## src/aim_pkg.sv

```systemverilog
/*
 * shared constants and carrier types for the audio transceiver interrupt
 * gating block: register offsets, reset values, trigger codes, bus response codes.
 * assumes a 32-bit axi4-lite register bus with byte addressing.
 */
package aim_pkg;
   // printed offsets are register indices; byte address is four times the index
   localparam logic [3:0] IDX_G1_STATUS   = 4'h7;
   localparam logic [3:0] IDX_G2_STATUS   = 4'h8;
   localparam logic [3:0] IDX_G1_ENABLE   = 4'h9;
   localparam logic [3:0] IDX_G1_TRIG_MSB = 4'ha;
   localparam logic [3:0] IDX_G1_TRIG_LSB = 4'hb;
   localparam logic [3:0] IDX_G2_ENABLE   = 4'hc;
   localparam logic [3:0] IDX_G2_TRIG_MSB = 4'hd;
   localparam logic [3:0] IDX_G2_TRIG_LSB = 4'he;
   localparam int         ADDR_W          = 6;

   localparam logic [7:0] RST_REG8     = 8'h00;
   localparam logic [7:0] G2_VALID     = 8'h3f;
   localparam int         G1_SRC       = 8;
   localparam int         G2_SRC       = 6;

   localparam logic [1:0] TRIG_RISE    = 2'h0;
   localparam logic [1:0] TRIG_FALL    = 2'h1;
   localparam logic [1:0] TRIG_LEVEL   = 2'h2;

   localparam logic [1:0] RESP_OKAY    = 2'h0;
   localparam logic [1:0] RESP_SLVERR  = 2'h2;

   typedef struct packed {
      logic        time_slip_event;
      logic        output_slip_event;
      logic        converter_error_event;
      logic        left_overrange_event;
      logic        right_overrange_event;
      logic        cs_d_to_e_transfer_event;
      logic        cs_e_to_f_transfer_event;
      logic        receiver_fault_event;
   } aim_g1_src_t;

   typedef struct packed {
      logic        varispeed_overflow_event;
      logic        converter_unlock_event;
      logic        ub_d_to_e_transfer_event;
      logic        ub_e_to_f_transfer_event;
      logic        subcode_ready_event;
      logic        user_fifo_overwrite_event;
   } aim_g2_src_t;

   typedef struct packed {
      logic [7:0]  enable;
      logic [7:0]  trig_msb;
      logic [7:0]  trig_lsb;
   } aim_grp_cfg_t;
endpackage

```

## src/aim_trigger.sv

```systemverilog
/*
 * per-source trigger detector for one event group: rising, falling or level
 * qualification, gated by the enable mask, with sticky status and read clear.
 * assumes source conditions are synchronous to aclk.
 */
`timescale 1ns/1ps
module aim_trigger #(
   parameter int N = 8
) (
   // clock and reset
   input  wire logic         aclk,
   input  wire logic         aresetn,
   // source conditions and configuration
   input  wire logic [N-1:0] cond,
   input  wire logic [N-1:0] enable,
   input  wire logic [N-1:0] trig_msb,
   input  wire logic [N-1:0] trig_lsb,
   // status read side effect
   input  wire logic         rd_clear,
   output      logic [N-1:0] status
);
   typedef struct packed {
      logic [N-1:0] prev;
      logic [N-1:0] sticky;
   } aim_trg_st_t;

   aim_trg_st_t st_r;
   aim_trg_st_t st_nxt;
   logic [N-1:0] hit;

   genvar g;
   generate
      for (g = 0; g < N; g++) begin : g_src
         always_comb begin
            unique case ({trig_msb[g], trig_lsb[g]})
               aim_pkg::TRIG_RISE:  hit[g] = cond[g] & ~st_r.prev[g]; // [RL5] [RL6] [RL7]
               aim_pkg::TRIG_FALL:  hit[g] = ~cond[g] & st_r.prev[g]; // [RL7]
               aim_pkg::TRIG_LEVEL: hit[g] = cond[g];                 // [RL7]
               default:             hit[g] = 1'b0;  // reserved code never flags
            endcase
         end
      end
   endgenerate

   always_comb begin
      st_nxt      = st_r;
      st_nxt.prev = cond;
      // a new hit in the read cycle survives the clear; level sources stay set while their condition holds
      st_nxt.sticky = ((rd_clear ? '0 : st_r.sticky) | hit) & enable; // [RL1] [RL3] [RL9] [RL10]
   end

   always_ff @(posedge aclk) begin
      if (!aresetn) begin
         st_r <= '0;
      end else begin
         st_r <= st_nxt;
      end
   end

   // masked on the way out so a bit reads zero from the very cycle its mask drops
   assign status = st_r.sticky & enable; // [RL9]

   AST_MASKED_ZERO: assert property (@(posedge aclk) disable iff (!aresetn)
      $fell(enable[0]) |=> !status[0]) else $error("masked status bit set"); // [RL9]
   AST_LEVEL_HOLD: assert property (@(posedge aclk) disable iff (!aresetn)
      (enable[0] && trig_msb[0] && !trig_lsb[0] && cond[0] ##1 enable[0]) |-> status[0])
      else $error("level source not flagged"); // [RL10]
endmodule

```

## src/aim_axil_slave.sv

```systemverilog
/*
 * axi4-lite slave front end: accepts one write and one read at a time and
 * hands them to the register file as single-cycle strobes; a write strobes only when wstrb[0] is set.
 * assumes a well-behaved master holding valid and payload until ready.
 */
`timescale 1ns/1ps
module aim_axil_slave #(
   parameter int AW = 6
) (
   // clock and reset
   input  wire logic          aclk,
   input  wire logic          aresetn,
   // axi4-lite
   input  wire logic [AW-1:0] awaddr,
   input  wire logic          awvalid,
   output      logic          awready,
   input  wire logic [31:0]   wdata,
   input  wire logic [3:0]    wstrb,
   input  wire logic          wvalid,
   output      logic          wready,
   output      logic [1:0]    bresp,
   output      logic          bvalid,
   input  wire logic          bready,
   input  wire logic [AW-1:0] araddr,
   input  wire logic          arvalid,
   output      logic          arready,
   output      logic [31:0]   rdata,
   output      logic [1:0]    rresp,
   output      logic          rvalid,
   input  wire logic          rready,
   // register file side
   output      logic          wr_stb,
   output      logic [3:0]    wr_idx,
   output      logic [7:0]    wr_data,
   output      logic          rd_stb,
   output      logic [3:0]    rd_idx,
   input  wire logic [7:0]    rd_data,
   input  wire logic          wr_hit,
   input  wire logic          rd_hit
);
   typedef struct packed {
      logic          aw_got;
      logic          w_got;
      logic [3:0]    aw_idx;
      logic [7:0]    w_dat;
      logic          w_lane0;
      logic          bvalid;
      logic [1:0]    bresp;
      logic          arready;
      logic          rvalid;
      logic [31:0]   rdata;
      logic [1:0]    rresp;
      logic          wr_stb;
      logic          rd_stb;
      logic [3:0]    rd_idx;
      logic          awrdy;
      logic          wrdy;
   } aim_axi_st_t;

   aim_axi_st_t st_r;
   aim_axi_st_t st_nxt;

   always_comb begin
      st_nxt        = st_r;
      st_nxt.wr_stb = 1'b0;
      st_nxt.rd_stb = 1'b0;
      if (awvalid && awready) begin
         st_nxt.aw_got = 1'b1;
         st_nxt.aw_idx = awaddr[5:2];
      end
      if (wvalid && wready) begin
         st_nxt.w_got   = 1'b1;
         st_nxt.w_dat   = wdata[7:0];
         st_nxt.w_lane0 = wstrb[0];
      end
      // both halves held: issue write strobe and answer together in the same cycle
      if (st_r.aw_got && st_r.w_got && !st_r.bvalid) begin
         st_nxt.wr_stb = st_r.w_lane0;
         st_nxt.bvalid = 1'b1;
         st_nxt.bresp  = wr_hit ? aim_pkg::RESP_OKAY : aim_pkg::RESP_SLVERR;
         st_nxt.aw_got = 1'b0;
         st_nxt.w_got  = 1'b0;
      end
      if (st_r.bvalid && bready) begin
         st_nxt.bvalid = 1'b0;
      end
      st_nxt.arready = !st_r.arready && !st_r.rvalid && !st_r.rd_stb && arvalid;
      if (arvalid && st_r.arready) begin
         st_nxt.rd_stb = 1'b1;
         st_nxt.rd_idx = araddr[5:2];
      end
      // data sampled with the clearing strobe so the read sees pre-clear bits
      if (st_r.rd_stb) begin
         st_nxt.rvalid = 1'b1;
         st_nxt.rdata  = {24'h000000, rd_data};
         st_nxt.rresp  = rd_hit ? aim_pkg::RESP_OKAY : aim_pkg::RESP_SLVERR;
      end
      if (st_r.rvalid && rready) begin
         st_nxt.rvalid = 1'b0;
      end
      // ready flags registered so the bus outputs come straight from flops
      st_nxt.awrdy = !st_nxt.aw_got && !st_nxt.bvalid;
      st_nxt.wrdy  = !st_nxt.w_got && !st_nxt.bvalid;
   end

   always_ff @(posedge aclk) begin
      if (!aresetn) begin
         st_r <= '0;
      end else begin
         st_r <= st_nxt;
      end
   end

   assign awready = st_r.awrdy;
   assign wready  = st_r.wrdy;
   assign bvalid  = st_r.bvalid;
   assign bresp   = st_r.bresp;
   assign arready = st_r.arready;
   assign rvalid  = st_r.rvalid;
   assign rdata   = st_r.rdata;
   assign rresp   = st_r.rresp;
   assign wr_stb  = st_r.wr_stb;
   assign wr_idx  = st_r.aw_idx;
   assign wr_data = st_r.w_dat;
   assign rd_stb  = st_r.rd_stb;
   assign rd_idx  = st_r.rd_idx;
endmodule

```

## src/aim_irq_ctrl.sv

```systemverilog
/*
 * interrupt gating top for the audio transceiver: two enable masks, two pairs
 * of trigger-mode registers, two sticky status registers and the irq pin.
 * assumes event conditions are synchronous levels on aclk.
 */
//
// Summary of operation
// RL1: group1 enable bit 1 passes its event to irq and status; 0 blocks it.
// RL2: group1 bits 7..0: time slip, output slip, converter error, overranges, transfers, receiver.
// RL3: group2 enable bits 5..0 gate six sources; bits 7 and 6 read zero.
// RL4: both enable registers reset to zero, masking every source.
// RL5: group1 msb and lsb trigger registers form a 2-bit code per source.
// RL6: group2 msb and lsb trigger registers form codes for bits 5..0.
// RL7: code 00 arrival, 01 removal, 10 level; 11 reserved, never programmed.
// RL8: all four trigger registers reset to zero, selecting arrival triggering.
// RL9: status bit is one after an event since last read; masked reads zero.
// RL10: reading status clears it, except level sources whose condition persists.
// RL11: irq is high while any unmasked status bit of either group is set.
`timescale 1ns/1ps
module aim_irq_ctrl (
   // clock and reset
   input  wire logic                 aclk,
   input  wire logic                 aresetn,
   // event conditions
   input  wire aim_pkg::aim_g1_src_t g1_src,
   input  wire aim_pkg::aim_g2_src_t g2_src,
   // axi4-lite write
   input  wire logic [5:0]           s_axi_awaddr,
   input  wire logic                 s_axi_awvalid,
   output      logic                 s_axi_awready,
   input  wire logic [31:0]          s_axi_wdata,
   input  wire logic [3:0]           s_axi_wstrb,
   input  wire logic                 s_axi_wvalid,
   output      logic                 s_axi_wready,
   output      logic [1:0]           s_axi_bresp,
   output      logic                 s_axi_bvalid,
   input  wire logic                 s_axi_bready,
   // axi4-lite read
   input  wire logic [5:0]           s_axi_araddr,
   input  wire logic                 s_axi_arvalid,
   output      logic                 s_axi_arready,
   output      logic [31:0]          s_axi_rdata,
   output      logic [1:0]           s_axi_rresp,
   output      logic                 s_axi_rvalid,
   input  wire logic                 s_axi_rready,
   // interrupt
   output      logic                 irq
);
   typedef struct packed {
      aim_pkg::aim_grp_cfg_t g1;
      aim_pkg::aim_grp_cfg_t g2;
      logic                  irq;
   } aim_top_st_t;

   aim_top_st_t st_r;
   aim_top_st_t st_nxt;

   logic       wr_stb;
   logic [3:0] wr_idx;
   logic [7:0] wr_data;
   logic       rd_stb;
   logic [3:0] rd_idx;
   logic [7:0] rd_data;
   logic       wr_hit;
   logic       rd_hit;
   logic [7:0] g1_status;
   logic [5:0] g2_status;
   logic       g1_clr;
   logic       g2_clr;

   aim_axil_slave #(
      .AW (aim_pkg::ADDR_W)
   ) u_bus (
      .aclk    (aclk),
      .aresetn (aresetn),
      .awaddr  (s_axi_awaddr),
      .awvalid (s_axi_awvalid),
      .awready (s_axi_awready),
      .wdata   (s_axi_wdata),
      .wstrb   (s_axi_wstrb),
      .wvalid  (s_axi_wvalid),
      .wready  (s_axi_wready),
      .bresp   (s_axi_bresp),
      .bvalid  (s_axi_bvalid),
      .bready  (s_axi_bready),
      .araddr  (s_axi_araddr),
      .arvalid (s_axi_arvalid),
      .arready (s_axi_arready),
      .rdata   (s_axi_rdata),
      .rresp   (s_axi_rresp),
      .rvalid  (s_axi_rvalid),
      .rready  (s_axi_rready),
      .wr_stb  (wr_stb),
      .wr_idx  (wr_idx),
      .wr_data (wr_data),
      .rd_stb  (rd_stb),
      .rd_idx  (rd_idx),
      .rd_data (rd_data),
      .wr_hit  (wr_hit),
      .rd_hit  (rd_hit)
   );

   // the status registers are read-only; writes to them are refused
   always_comb begin
      wr_hit = 1'b0;
      unique case (wr_idx)
         aim_pkg::IDX_G1_ENABLE, aim_pkg::IDX_G1_TRIG_MSB, aim_pkg::IDX_G1_TRIG_LSB,
         aim_pkg::IDX_G2_ENABLE, aim_pkg::IDX_G2_TRIG_MSB, aim_pkg::IDX_G2_TRIG_LSB: wr_hit = 1'b1;
         default: wr_hit = 1'b0;
      endcase
   end

   always_comb begin
      rd_hit  = 1'b1;
      rd_data = 8'h00;
      unique case (rd_idx)
         aim_pkg::IDX_G1_STATUS:   rd_data = g1_status;                       // [RL9]
         aim_pkg::IDX_G2_STATUS:   rd_data = {2'h0, g2_status};               // [RL3]
         aim_pkg::IDX_G1_ENABLE:   rd_data = st_r.g1.enable;
         aim_pkg::IDX_G1_TRIG_MSB: rd_data = st_r.g1.trig_msb;
         aim_pkg::IDX_G1_TRIG_LSB: rd_data = st_r.g1.trig_lsb;
         aim_pkg::IDX_G2_ENABLE:   rd_data = st_r.g2.enable;
         aim_pkg::IDX_G2_TRIG_MSB: rd_data = st_r.g2.trig_msb;
         aim_pkg::IDX_G2_TRIG_LSB: rd_data = st_r.g2.trig_lsb;
         default:                  rd_hit  = 1'b0;
      endcase
   end

   // the read strobe both samples and clears, so no event is lost between them
   assign g1_clr = rd_stb && (rd_idx == aim_pkg::IDX_G1_STATUS); // [RL10]
   assign g2_clr = rd_stb && (rd_idx == aim_pkg::IDX_G2_STATUS); // [RL10]

   aim_trigger #(
      .N (aim_pkg::G1_SRC)
   ) u_g1 (
      .aclk     (aclk),
      .aresetn  (aresetn),
      .cond     (g1_src),           // [RL2]
      .enable   (st_r.g1.enable),
      .trig_msb (st_r.g1.trig_msb),
      .trig_lsb (st_r.g1.trig_lsb),
      .rd_clear (g1_clr),
      .status   (g1_status)
   );

   aim_trigger #(
      .N (aim_pkg::G2_SRC)
   ) u_g2 (
      .aclk     (aclk),
      .aresetn  (aresetn),
      .cond     (g2_src),
      .enable   (st_r.g2.enable[5:0]),
      .trig_msb (st_r.g2.trig_msb[5:0]),
      .trig_lsb (st_r.g2.trig_lsb[5:0]),
      .rd_clear (g2_clr),
      .status   (g2_status)
   );

   always_comb begin
      st_nxt = st_r;
      if (wr_stb) begin
         unique case (wr_idx)
            aim_pkg::IDX_G1_ENABLE:   st_nxt.g1.enable   = wr_data;                      // [RL1]
            aim_pkg::IDX_G1_TRIG_MSB: st_nxt.g1.trig_msb = wr_data;                      // [RL5]
            aim_pkg::IDX_G1_TRIG_LSB: st_nxt.g1.trig_lsb = wr_data;                      // [RL5]
            aim_pkg::IDX_G2_ENABLE:   st_nxt.g2.enable   = wr_data & aim_pkg::G2_VALID;  // [RL3]
            aim_pkg::IDX_G2_TRIG_MSB: st_nxt.g2.trig_msb = wr_data & aim_pkg::G2_VALID;  // [RL6]
            aim_pkg::IDX_G2_TRIG_LSB: st_nxt.g2.trig_lsb = wr_data & aim_pkg::G2_VALID;  // [RL6]
            default: ;
         endcase
      end
      // status is already masked; the extra gate covers a mask cleared this cycle
      st_nxt.irq = |(g1_status & st_nxt.g1.enable) | |(g2_status & st_nxt.g2.enable[5:0]); // [RL11]
   end

   always_ff @(posedge aclk) begin
      if (!aresetn) begin
         st_r.g1  <= '{aim_pkg::RST_REG8, aim_pkg::RST_REG8, aim_pkg::RST_REG8}; // [RL4] [RL8]
         st_r.g2  <= '{aim_pkg::RST_REG8, aim_pkg::RST_REG8, aim_pkg::RST_REG8}; // [RL4] [RL8]
         st_r.irq <= 1'b0;
      end else begin
         st_r <= st_nxt;
      end
   end

   assign irq = st_r.irq;

   AST_IRQ_FOLLOWS: assert property (@(posedge aclk) disable iff (!aresetn)
      (|g1_status && $stable(st_r.g1.enable) && !wr_stb) |=> irq) else $error("irq missing"); // [RL11]
   AST_IRQ_LOW: assert property (@(posedge aclk) disable iff (!aresetn)
      (g1_status == 8'h00 && g2_status == 6'h00) |=> !irq) else $error("irq stuck"); // [RL11]
   AST_G2_HI_ZERO: assert property (@(posedge aclk) disable iff (!aresetn)
      st_r.g2.enable[7:6] == 2'h0) else $error("group2 upper bits set"); // [RL3]
   AST_MASK_GATES: assert property (@(posedge aclk) disable iff (!aresetn)
      (g1_status & ~st_r.g1.enable) == 8'h00) else $error("masked group1 status set"); // [RL1]
   AST_RISE_FLAG: assert property (@(posedge aclk) disable iff (!aresetn)
      (st_r.g1.enable[7] && !st_r.g1.trig_msb[7] && !st_r.g1.trig_lsb[7] && !g1_src[7] ##1
       g1_src[7] && $stable(st_r.g1) && !wr_stb) |=> g1_status[7]) else $error("rising event lost"); // [RL7]
   AST_FALL_FLAG: assert property (@(posedge aclk) disable iff (!aresetn)
      (st_r.g1.enable[0] && !st_r.g1.trig_msb[0] && st_r.g1.trig_lsb[0] && g1_src[0] ##1
       !g1_src[0] && $stable(st_r.g1) && !wr_stb) |=> g1_status[0]) else $error("falling event lost"); // [RL7]
   AST_READ_CLEAR: assert property (@(posedge aclk) disable iff (!aresetn)
      (g1_clr && st_r.g1.trig_msb == 8'h00 && st_r.g1.trig_lsb == 8'h00 && g1_src == $past(g1_src))
      |=> g1_status == 8'h00) else $error("read did not clear"); // [RL10]
   AST_RESET_ZERO: assert property (@(posedge aclk)
      $rose(aresetn) |-> (st_r.g1 == '0 && st_r.g2 == '0 && !irq)) else $error("reset value wrong"); // [RL4]
   AST_TRIG_RESET: assert property (@(posedge aclk)
      $rose(aresetn) |-> (st_r.g1.trig_msb == 8'h00 && st_r.g2.trig_lsb == 8'h00))
      else $error("trigger reset wrong"); // [RL8]
   AST_G2_WRITE: assert property (@(posedge aclk) disable iff (!aresetn)
      (wr_stb && wr_idx == aim_pkg::IDX_G2_TRIG_MSB) |=> st_r.g2.trig_msb == ($past(wr_data) & 8'h3f))
      else $error("group2 trigger write wrong"); // [RL6]
   AST_G1_WRITE: assert property (@(posedge aclk) disable iff (!aresetn)
      (wr_stb && wr_idx == aim_pkg::IDX_G1_ENABLE) |=> st_r.g1.enable == $past(wr_data))
      else $error("group1 enable write wrong"); // [RL1]
endmodule

```

## config.mk

```make
export PLATFORM = sky130hd
export DESIGN_NAME = aim_irq_ctrl
export DESIGN_NICKNAME = d
export VERILOG_FILES = /design/src/aim_pkg.sv /design/src/aim_trigger.sv /design/src/aim_axil_slave.sv /design/src/aim_irq_ctrl.sv
export SDC_FILE = /design/constraint.sdc
export NUM_CORES = 1
export LEC_CHECK = 0
export ABC_AREA = 1
export ABC_CLOCK_PERIOD_IN_PS = 1400
export BUFFER_PORTS_ARGS = -buffer_cell sky130_fd_sc_hd__buf_2
export CAP_MARGIN = 15
export CORE_MARGIN = 3
export CORE_UTILIZATION = 50
export CTS_CLUSTER_SIZE = 24
export DETAILED_ROUTE_END_ITERATION = 10
export GPL_TIMING_DRIVEN = 0
export PLACE_DENSITY = 0.77
export SETUP_SLACK_MARGIN = 0.1
export SYNTH_ARGS = -nofsm -noshare
export SYNTH_HDL_FRONTEND = slang
export SYNTH_HIERARCHICAL = 1
export SYNTH_SLANG_ARGS = --single-unit
```

## constraint.sdc

```tcl
create_clock -name aclk -period 1.4 [get_ports aclk]
set_input_delay 0.07 -clock aclk [delete_from_list [all_inputs] [get_ports aclk]]
set_output_delay 0.07 -clock aclk [all_outputs]
set_load 0.01 [all_outputs]
```

; ---- After elaboration in Yosys (flattened, before gate mapping)
; Index checks and enable logic that the tools add are counted.
; Widths: inputs -> output; s select.
[totals]
in_bits = 69
elab_cells = 214
register_bits = 109
output_inout_bits = 42
[op_classes]
n_eq_ne = 42
n_mux = 34
bitwise = 66
n_reduce_logical = 45
[op_table]
columns = op, count
row1 = $pmux 8 s8, 1
row2 = $eq 4x4->1 const B, 13
row3 = $mux 48, 1
row4 = $pmux 1 s3, 14
row5 = $mux 8, 4
row6 = $not 1->1, 29
row7 = $and 1x1->1, 28
row8 = $eq 2x1->1 const B, 14
row9 = $eq 2x2->1 const B, 14
row10 = $logic_not 2->1, 14
row11 = $and 8x8->8, 3
row12 = $mux 6, 4
row13 = $and 6x6->6, 3
row14 = $reduce_or 8->1, 2
row15 = $logic_and 1x1->1, 14
row16 = $reduce_or 6->1, 2
row17 = $reduce_and 2->1, 5
row18 = $or 8x8->8, 1
row19 = $logic_not 1->1, 7
row20 = $mux 2, 3
row21 = $or 6x6->6, 1
row22 = $mux 1, 5
row23 = $mux 5, 1
row24 = $eq 4x3->1 const B, 1
row25 = other kinds (3), 3

; ---- Longest topological paths before layout
[logic_depth]
word_depth = 8
ltp_mapped = 12
mapped_depth_nobuf = 11

; ---- Modules after synthesis
; Netlist, hierarchy kept.
[by_module_without_submodules]
columns = mod, area_each_um2, seq_area_each_um2, instances, cells_each
row1 = aim_irq_ctrl, 2207.1, 860.8, 1, 322
row2 = aim_axil_slave, 1612.8, 720.7, 1, 204
row3 = aim_trigger (u_g1), 980.9, 320.3, 1, 179
row4 = aim_trigger (u_g2), 713.2, 240.2, 1, 134

; ---- Least setup slack after synthesis
; No wires, ideal clock.
[synth_timing]
path_kind = reg2reg
from = register u_bus.st_r (netlist bit u_bus/rd_idx[2])
to = register u_bus.st_r (netlist bit u_bus/rdata[4])
path_slack_ns = -0.020
t_required_ns = 1.284
path_stages_with_launch = 13
setup_ns = 0.116
arrival_ns = 1.304
n_path_buf = 1
cell_sequence = dfxtp_1 buf_4 inv_1 nand2_1 inv_1 nand2_1 inv_2 nand2_1 o21ai_1 a221oi_1 nand2_1 nor2_1 nor2_1
[synth_via]
elab_chain_cells = 2
[synth_rtl]
columns = element, line_no
row1 = "start, declared", aim_axil_slave.sv:60  ; aim_axi_st_t st_r;
row2 = "start signal, assigned", aim_axil_slave.sv:110  ; st_r <= st_nxt;
row3 = $eq 4x4->1 or $eq 4x3->1 (tied branches), aim_irq_ctrl.sv:116  ; unique case (rd_idx)
row4 = $pmux 8 s8 *, aim_irq_ctrl.sv:116
row5 = net rd_data[4], aim_irq_ctrl.sv:63  ; logic [7:0] rd_data;
; The timed path passes the listed nets; every way through them passes the cells marked *.
; A chain may end at the register's enable or synchronous reset.

; ---- Worst setup path after layout
[layout_timing]
from = register u_bus.st_r (netlist bit u_bus/rd_idx[2])
to = register u_bus.st_r (netlist bit u_bus/rdata[1])
; The elaborated chain is that of the path after synthesis.

==> results.py <==
metrics = {
    "outcome": {
        "outcome": "finished, violations left",
        "violations": "negative setup slack",
    },
    "logic_synthesis": {
        "ys_seq_area_frac": 0.388,
        "netlist_area_sq_um": 5510,
        "postSynthAreaPerCell_sq_um": 6.57,
        "synth.area.top_cells": "dfxtp_1 (39%), nand2_1 (13%), inv_1 (10%)",
        "synth_cells": 839,
        "yosysUniqueCellTypes": 35,
        "synth_most_common_cell": "nand2_1",
        "ys_seq_elements": 107,
        "synth_edf_count": 0,
        "async_flop_share": 0,
        "ys.flop_type": "dfxtp_1",
        "yosysWarningCount": 6,
        "synth_top_area_cell": "dfxtp_1",
        "synth.top_cell.area_share": 0.388,
        "synthTopCellsByCount": "nand2_1 (195), inv_1 (149), nor2_1 (128)",
    },
    "placed_design": {
        "place_inst": 1053,
        "port_buffers": 53,
        "gp_congestion": 0.903,
        "post-dp-hpwl_microns": 9570,
        "pre_cts_ws_ns": -0.321,
        "placed_area_sq_um": 6060,
    },
    "route": {
        "drc_errors": 0,
        "vias": 5582,
        "wl_per_cell_microns": 13.5,
        "wl_met2_microns": 7480,
        "detail_route.first_pass.iterations": 5,
        "first_iter_violations": 433,
        "routed_wl_microns": 15400,
        "met1_length_microns": 6050,
        "viasPerCell": 4.91,
        "ant_nets": 0,
        "wl_met3_microns": 1040,
        "top_layer": "met4",
    },
    "worst_setup_path": {
        "crit_required_ns": 1.68,
        "path_max_fanout": 6,
        "critical_path_buf_inv_count": 4,
        "reg2reg_from": "u_bus/rd_idx[2]",
        "crit_type": "register to register",
        "critPathCaptureType": "register",
        "cp_cell_sequence": "buf_6 > inv_8 > nand2_8 > inv_8 > nand2_8 > clkinv_8 > a221oi_2 > nand3_1 > nor2_2 > nor2_1",
        "worst-r2r-cell-count": 10,
        "reg2reg_slack_ns": -0.23,
        "arrival_ns": 1.90,
        "rr_endpoint": "u_bus/rdata[1]",
        "max_stage_delay_ns": 0.35,
        "start_kind": "register",
        "critical-path-slowest-cell": "dfxtp_2",
        "timing.critical_path.max_delay_family": "simple AND/OR/NAND/NOR gates",
    },
    "power_and_ir_drop": {
        "p_sw_uw": 1600,
        "clock_power_share": 0.350,
        "p_comb_frac": 0.129,
        "ir_drop_mv": 0.824,
        "internal_power_uw": 4510,
        "switching_share": 0.262,
        "seqPwrFrac": 0.520,
        "total_leakage_power_uw": 0.00390,
        "power.density_nw_per_um2": 823,
    },
    "floorplanning": {
        "die-height_microns": 111,
        "ios": 111,
        "start_util": 0.525,
        "std_cell_rows": 37,
        "coreArea_sq_um": 10500,
        "die_w_microns": 111,
        "fp.dieArea_sq_um": 12300,
    },
    "timing": {
        "worst_pin_slew_ns": 0.588,
        "max-slew-margin-rel": 0.608,
        "fin_crit_ns": 1.63,
        "fin_setup_tns_ns": -1.46,
        "skew_ns": 0.0122,
        "setup_slack_ns": -0.225,
        "slew_viol_final": 0,
        "finalHoldViolCount": 0,
        "min_period_over_period": 1.16,
        "rsz0062_at_grt": "yes",
        "setup_viol": 24,
        "clock.fmax_mhz": 615,
    },
    "min_path": {
        "min_path_cells": 4,
        "worstHoldPathType": "input pin to register",
        "hp-start": "s_axi_awvalid",
        "min_to": "u_bus/wr_idx[2]",
    },
    "clock_network": {
        "cts.sinks": 107,
        "clockBufferDepth": 2,
        "clkLatencyLatePin_ns": 0.38,
        "htreeDepth": 3,
        "cts-root-buf": "clkbuf_8",
        "clk_pin_slew_ns": 0.10,
        "cts_tree": "built",
        "cts_buffers": 9,
    },
    "grt": {
        "grt_remaining_overflow": 0,
        "grt_max_degree": 19,
        "grt_antenna_before_repair": 0,
        "grt_first_pass_wirelength_microns": 23100,
        "grtUsageTotal": 0.228,
        "grt_pass1_vias": 4992,
    },
    "layout": {
        "area_growth_pct": 34.5,
        "utilization": 0.706,
        "nets": 1064,
        "drive_above_1_share": 0.280,
        "antenna_cells": 0,
        "fin_cells": 1136,
        "final_cell_area_sq_um": 7410,
    },
    "flow_run": {
        "maxCapViolCount": 0,
    },
}
[layout make-up]
| class | count | area [sq um] |
|---|---|---|
| plain buffers | 66 | 537 |
| flip-flops and latches | 107 | 2160 |
| clock buffers | 9 | 124 |
| well taps | 136 | 170 |
| clock inverters | 7 | 100 |
| multi-input cells | 530 | 2760 |
| repair buffers | 122 | 928 |
| fillers | 815 | 3090 |
| inverters | 159 | 643 |
[timing repair]
| item | CTS | global route |
|---|---|---|
| cloned | 2 | 1 |
| buffers inserted | 18 | 14 |
| setup endpoints to repair | 47 | 50 |
| endpoints found under the hold margin | 34 | 0 |
| hold buffers | 34 | 0 |
| resized for setup | 73 | 66 |
| pin swaps | 41 | 41 |
[flip-flops by register name, indices dropped and copies added (netlist names)]
register and count:
u_g2/st_r 12, u_bus/awready 1, u_bus/rd_idx 4, u_bus/arready 1
u_bus/wr_idx 4, u_bus/st_r 3, u_bus/wr_data 8, u_bus/rdata 8
u_bus/rvalid 1, u_bus/bresp 1, u_g1/st_r 16, u_bus/wready 1
u_bus/rd_stb 1, u_bus/rresp 1, st_r 42, irq 1
u_bus/wr_stb 1, u_bus/bvalid 1
[cell usage in the layout, fill, tap and decap left out, types with 3 or more instances in the layout]
| master | count |
|---|---|
| nand2_1 | 163 |
| inv_1 | 141 |
| nor2_1 | 126 |
| dfxtp_1 | 98 |
| buf_4 | 68 |
| buf_2 | 58 |
| o21ai_0 | 51 |
| dlygate4sd3_1 | 34 |
| nand3_1 | 33 |
| a21oi_1 | 30 |
| nand2_2 | 29 |
| conb_1 | 26 |
| buf_6 | 17 |
| nand3_2 | 17 |
| clkbuf_8 | 9 |
| inv_2 | 8 |
| dfxtp_2 | 8 |
| nor2_4 | 7 |
| a221oi_2 | 7 |
| o21ai_1 | 7 |
| inv_4 | 6 |
| nand2_8 | 5 |
| nand2_4 | 5 |
| a21oi_2 | 4 |
| clkbuf_1 | 4 |
| buf_12 | 4 |
| inv_8 | 3 |
| o21ai_2 | 3 |
| clkinvlp_4 | 3 |
[worst max-delay path by stage]
| stage | start | endpoint | slack, ns | cells after the start |
|---|---|---|---|---|
| after global routing | u_bus/wr_idx[3] | irq | -0.25 | 10 |
| after CTS | u_bus/wr_idx[0] | st_r[31] | -0.07 | 6 |
| after detailed placement | u_bus/rd_idx[2] | u_bus/rdata[4] | -0.32 | 10 |
| after global placement | u_bus/rd_idx[2] | u_bus/rdata[4] | -0.27 | 10 |
| after floorplan | u_bus/rd_idx[2] | u_bus/rdata[4] | 0.06 | 12 |
| final | u_bus/rd_idx[2] | u_bus/rdata[1] | -0.23 | 10 |
[tightest hold or removal path: cells and delay by family]
kind                   cells  cell delay [ns]
AO/OA/AOI/OAI              1             0.16
AND/OR/NAND/NOR            2             0.14
buffers and inverters      1             0.08
[layer usage]
metal  global-route usage  vias up
met5                    0        -
met3               0.0480       67
met1                0.274     2470
met4                0.108        0
li1                     -     2795
met2                0.387      250
[per-stage QoR]
step | power (uW) | hold WS (ns)
2_1_floorplan | 3670 | 0.163
3_3_place_gp | 3840 | 0.265
3_5_place_dp | 3850 | 0.273
4_1_cts | 6060 | 0.0646
5_1_grt | 6330 | 0.102
6_report | 6110 | 0.0845
[power by group through the flow]
| stage | Sequential [uW] | Clock (uW) | Combinational (uW) |
|---|---|---|---|
| 5_1_grt | 3190 | 2280 | 865 |
| 3_5_place_dp | 3240 | 0 | 611 |
| 4_1_cts | 3170 | 2150 | 737 |
| 2_1_floorplan | 3230 | 0 | 440 |
| 6_report | 3180 | 2140 | 789 |
| 3_3_place_gp | 3230 | 0 | 604 |
[cells by family after synthesis]
logic type             Yosys count  synth area share
and+or+nand+nor                395             0.305
buffers and inverters          227             0.199
AOI/OAI and AO/OA              109             0.107
DFF                            107             0.388
other                            1          0.000680
Power figures use the tool's default switching activity.
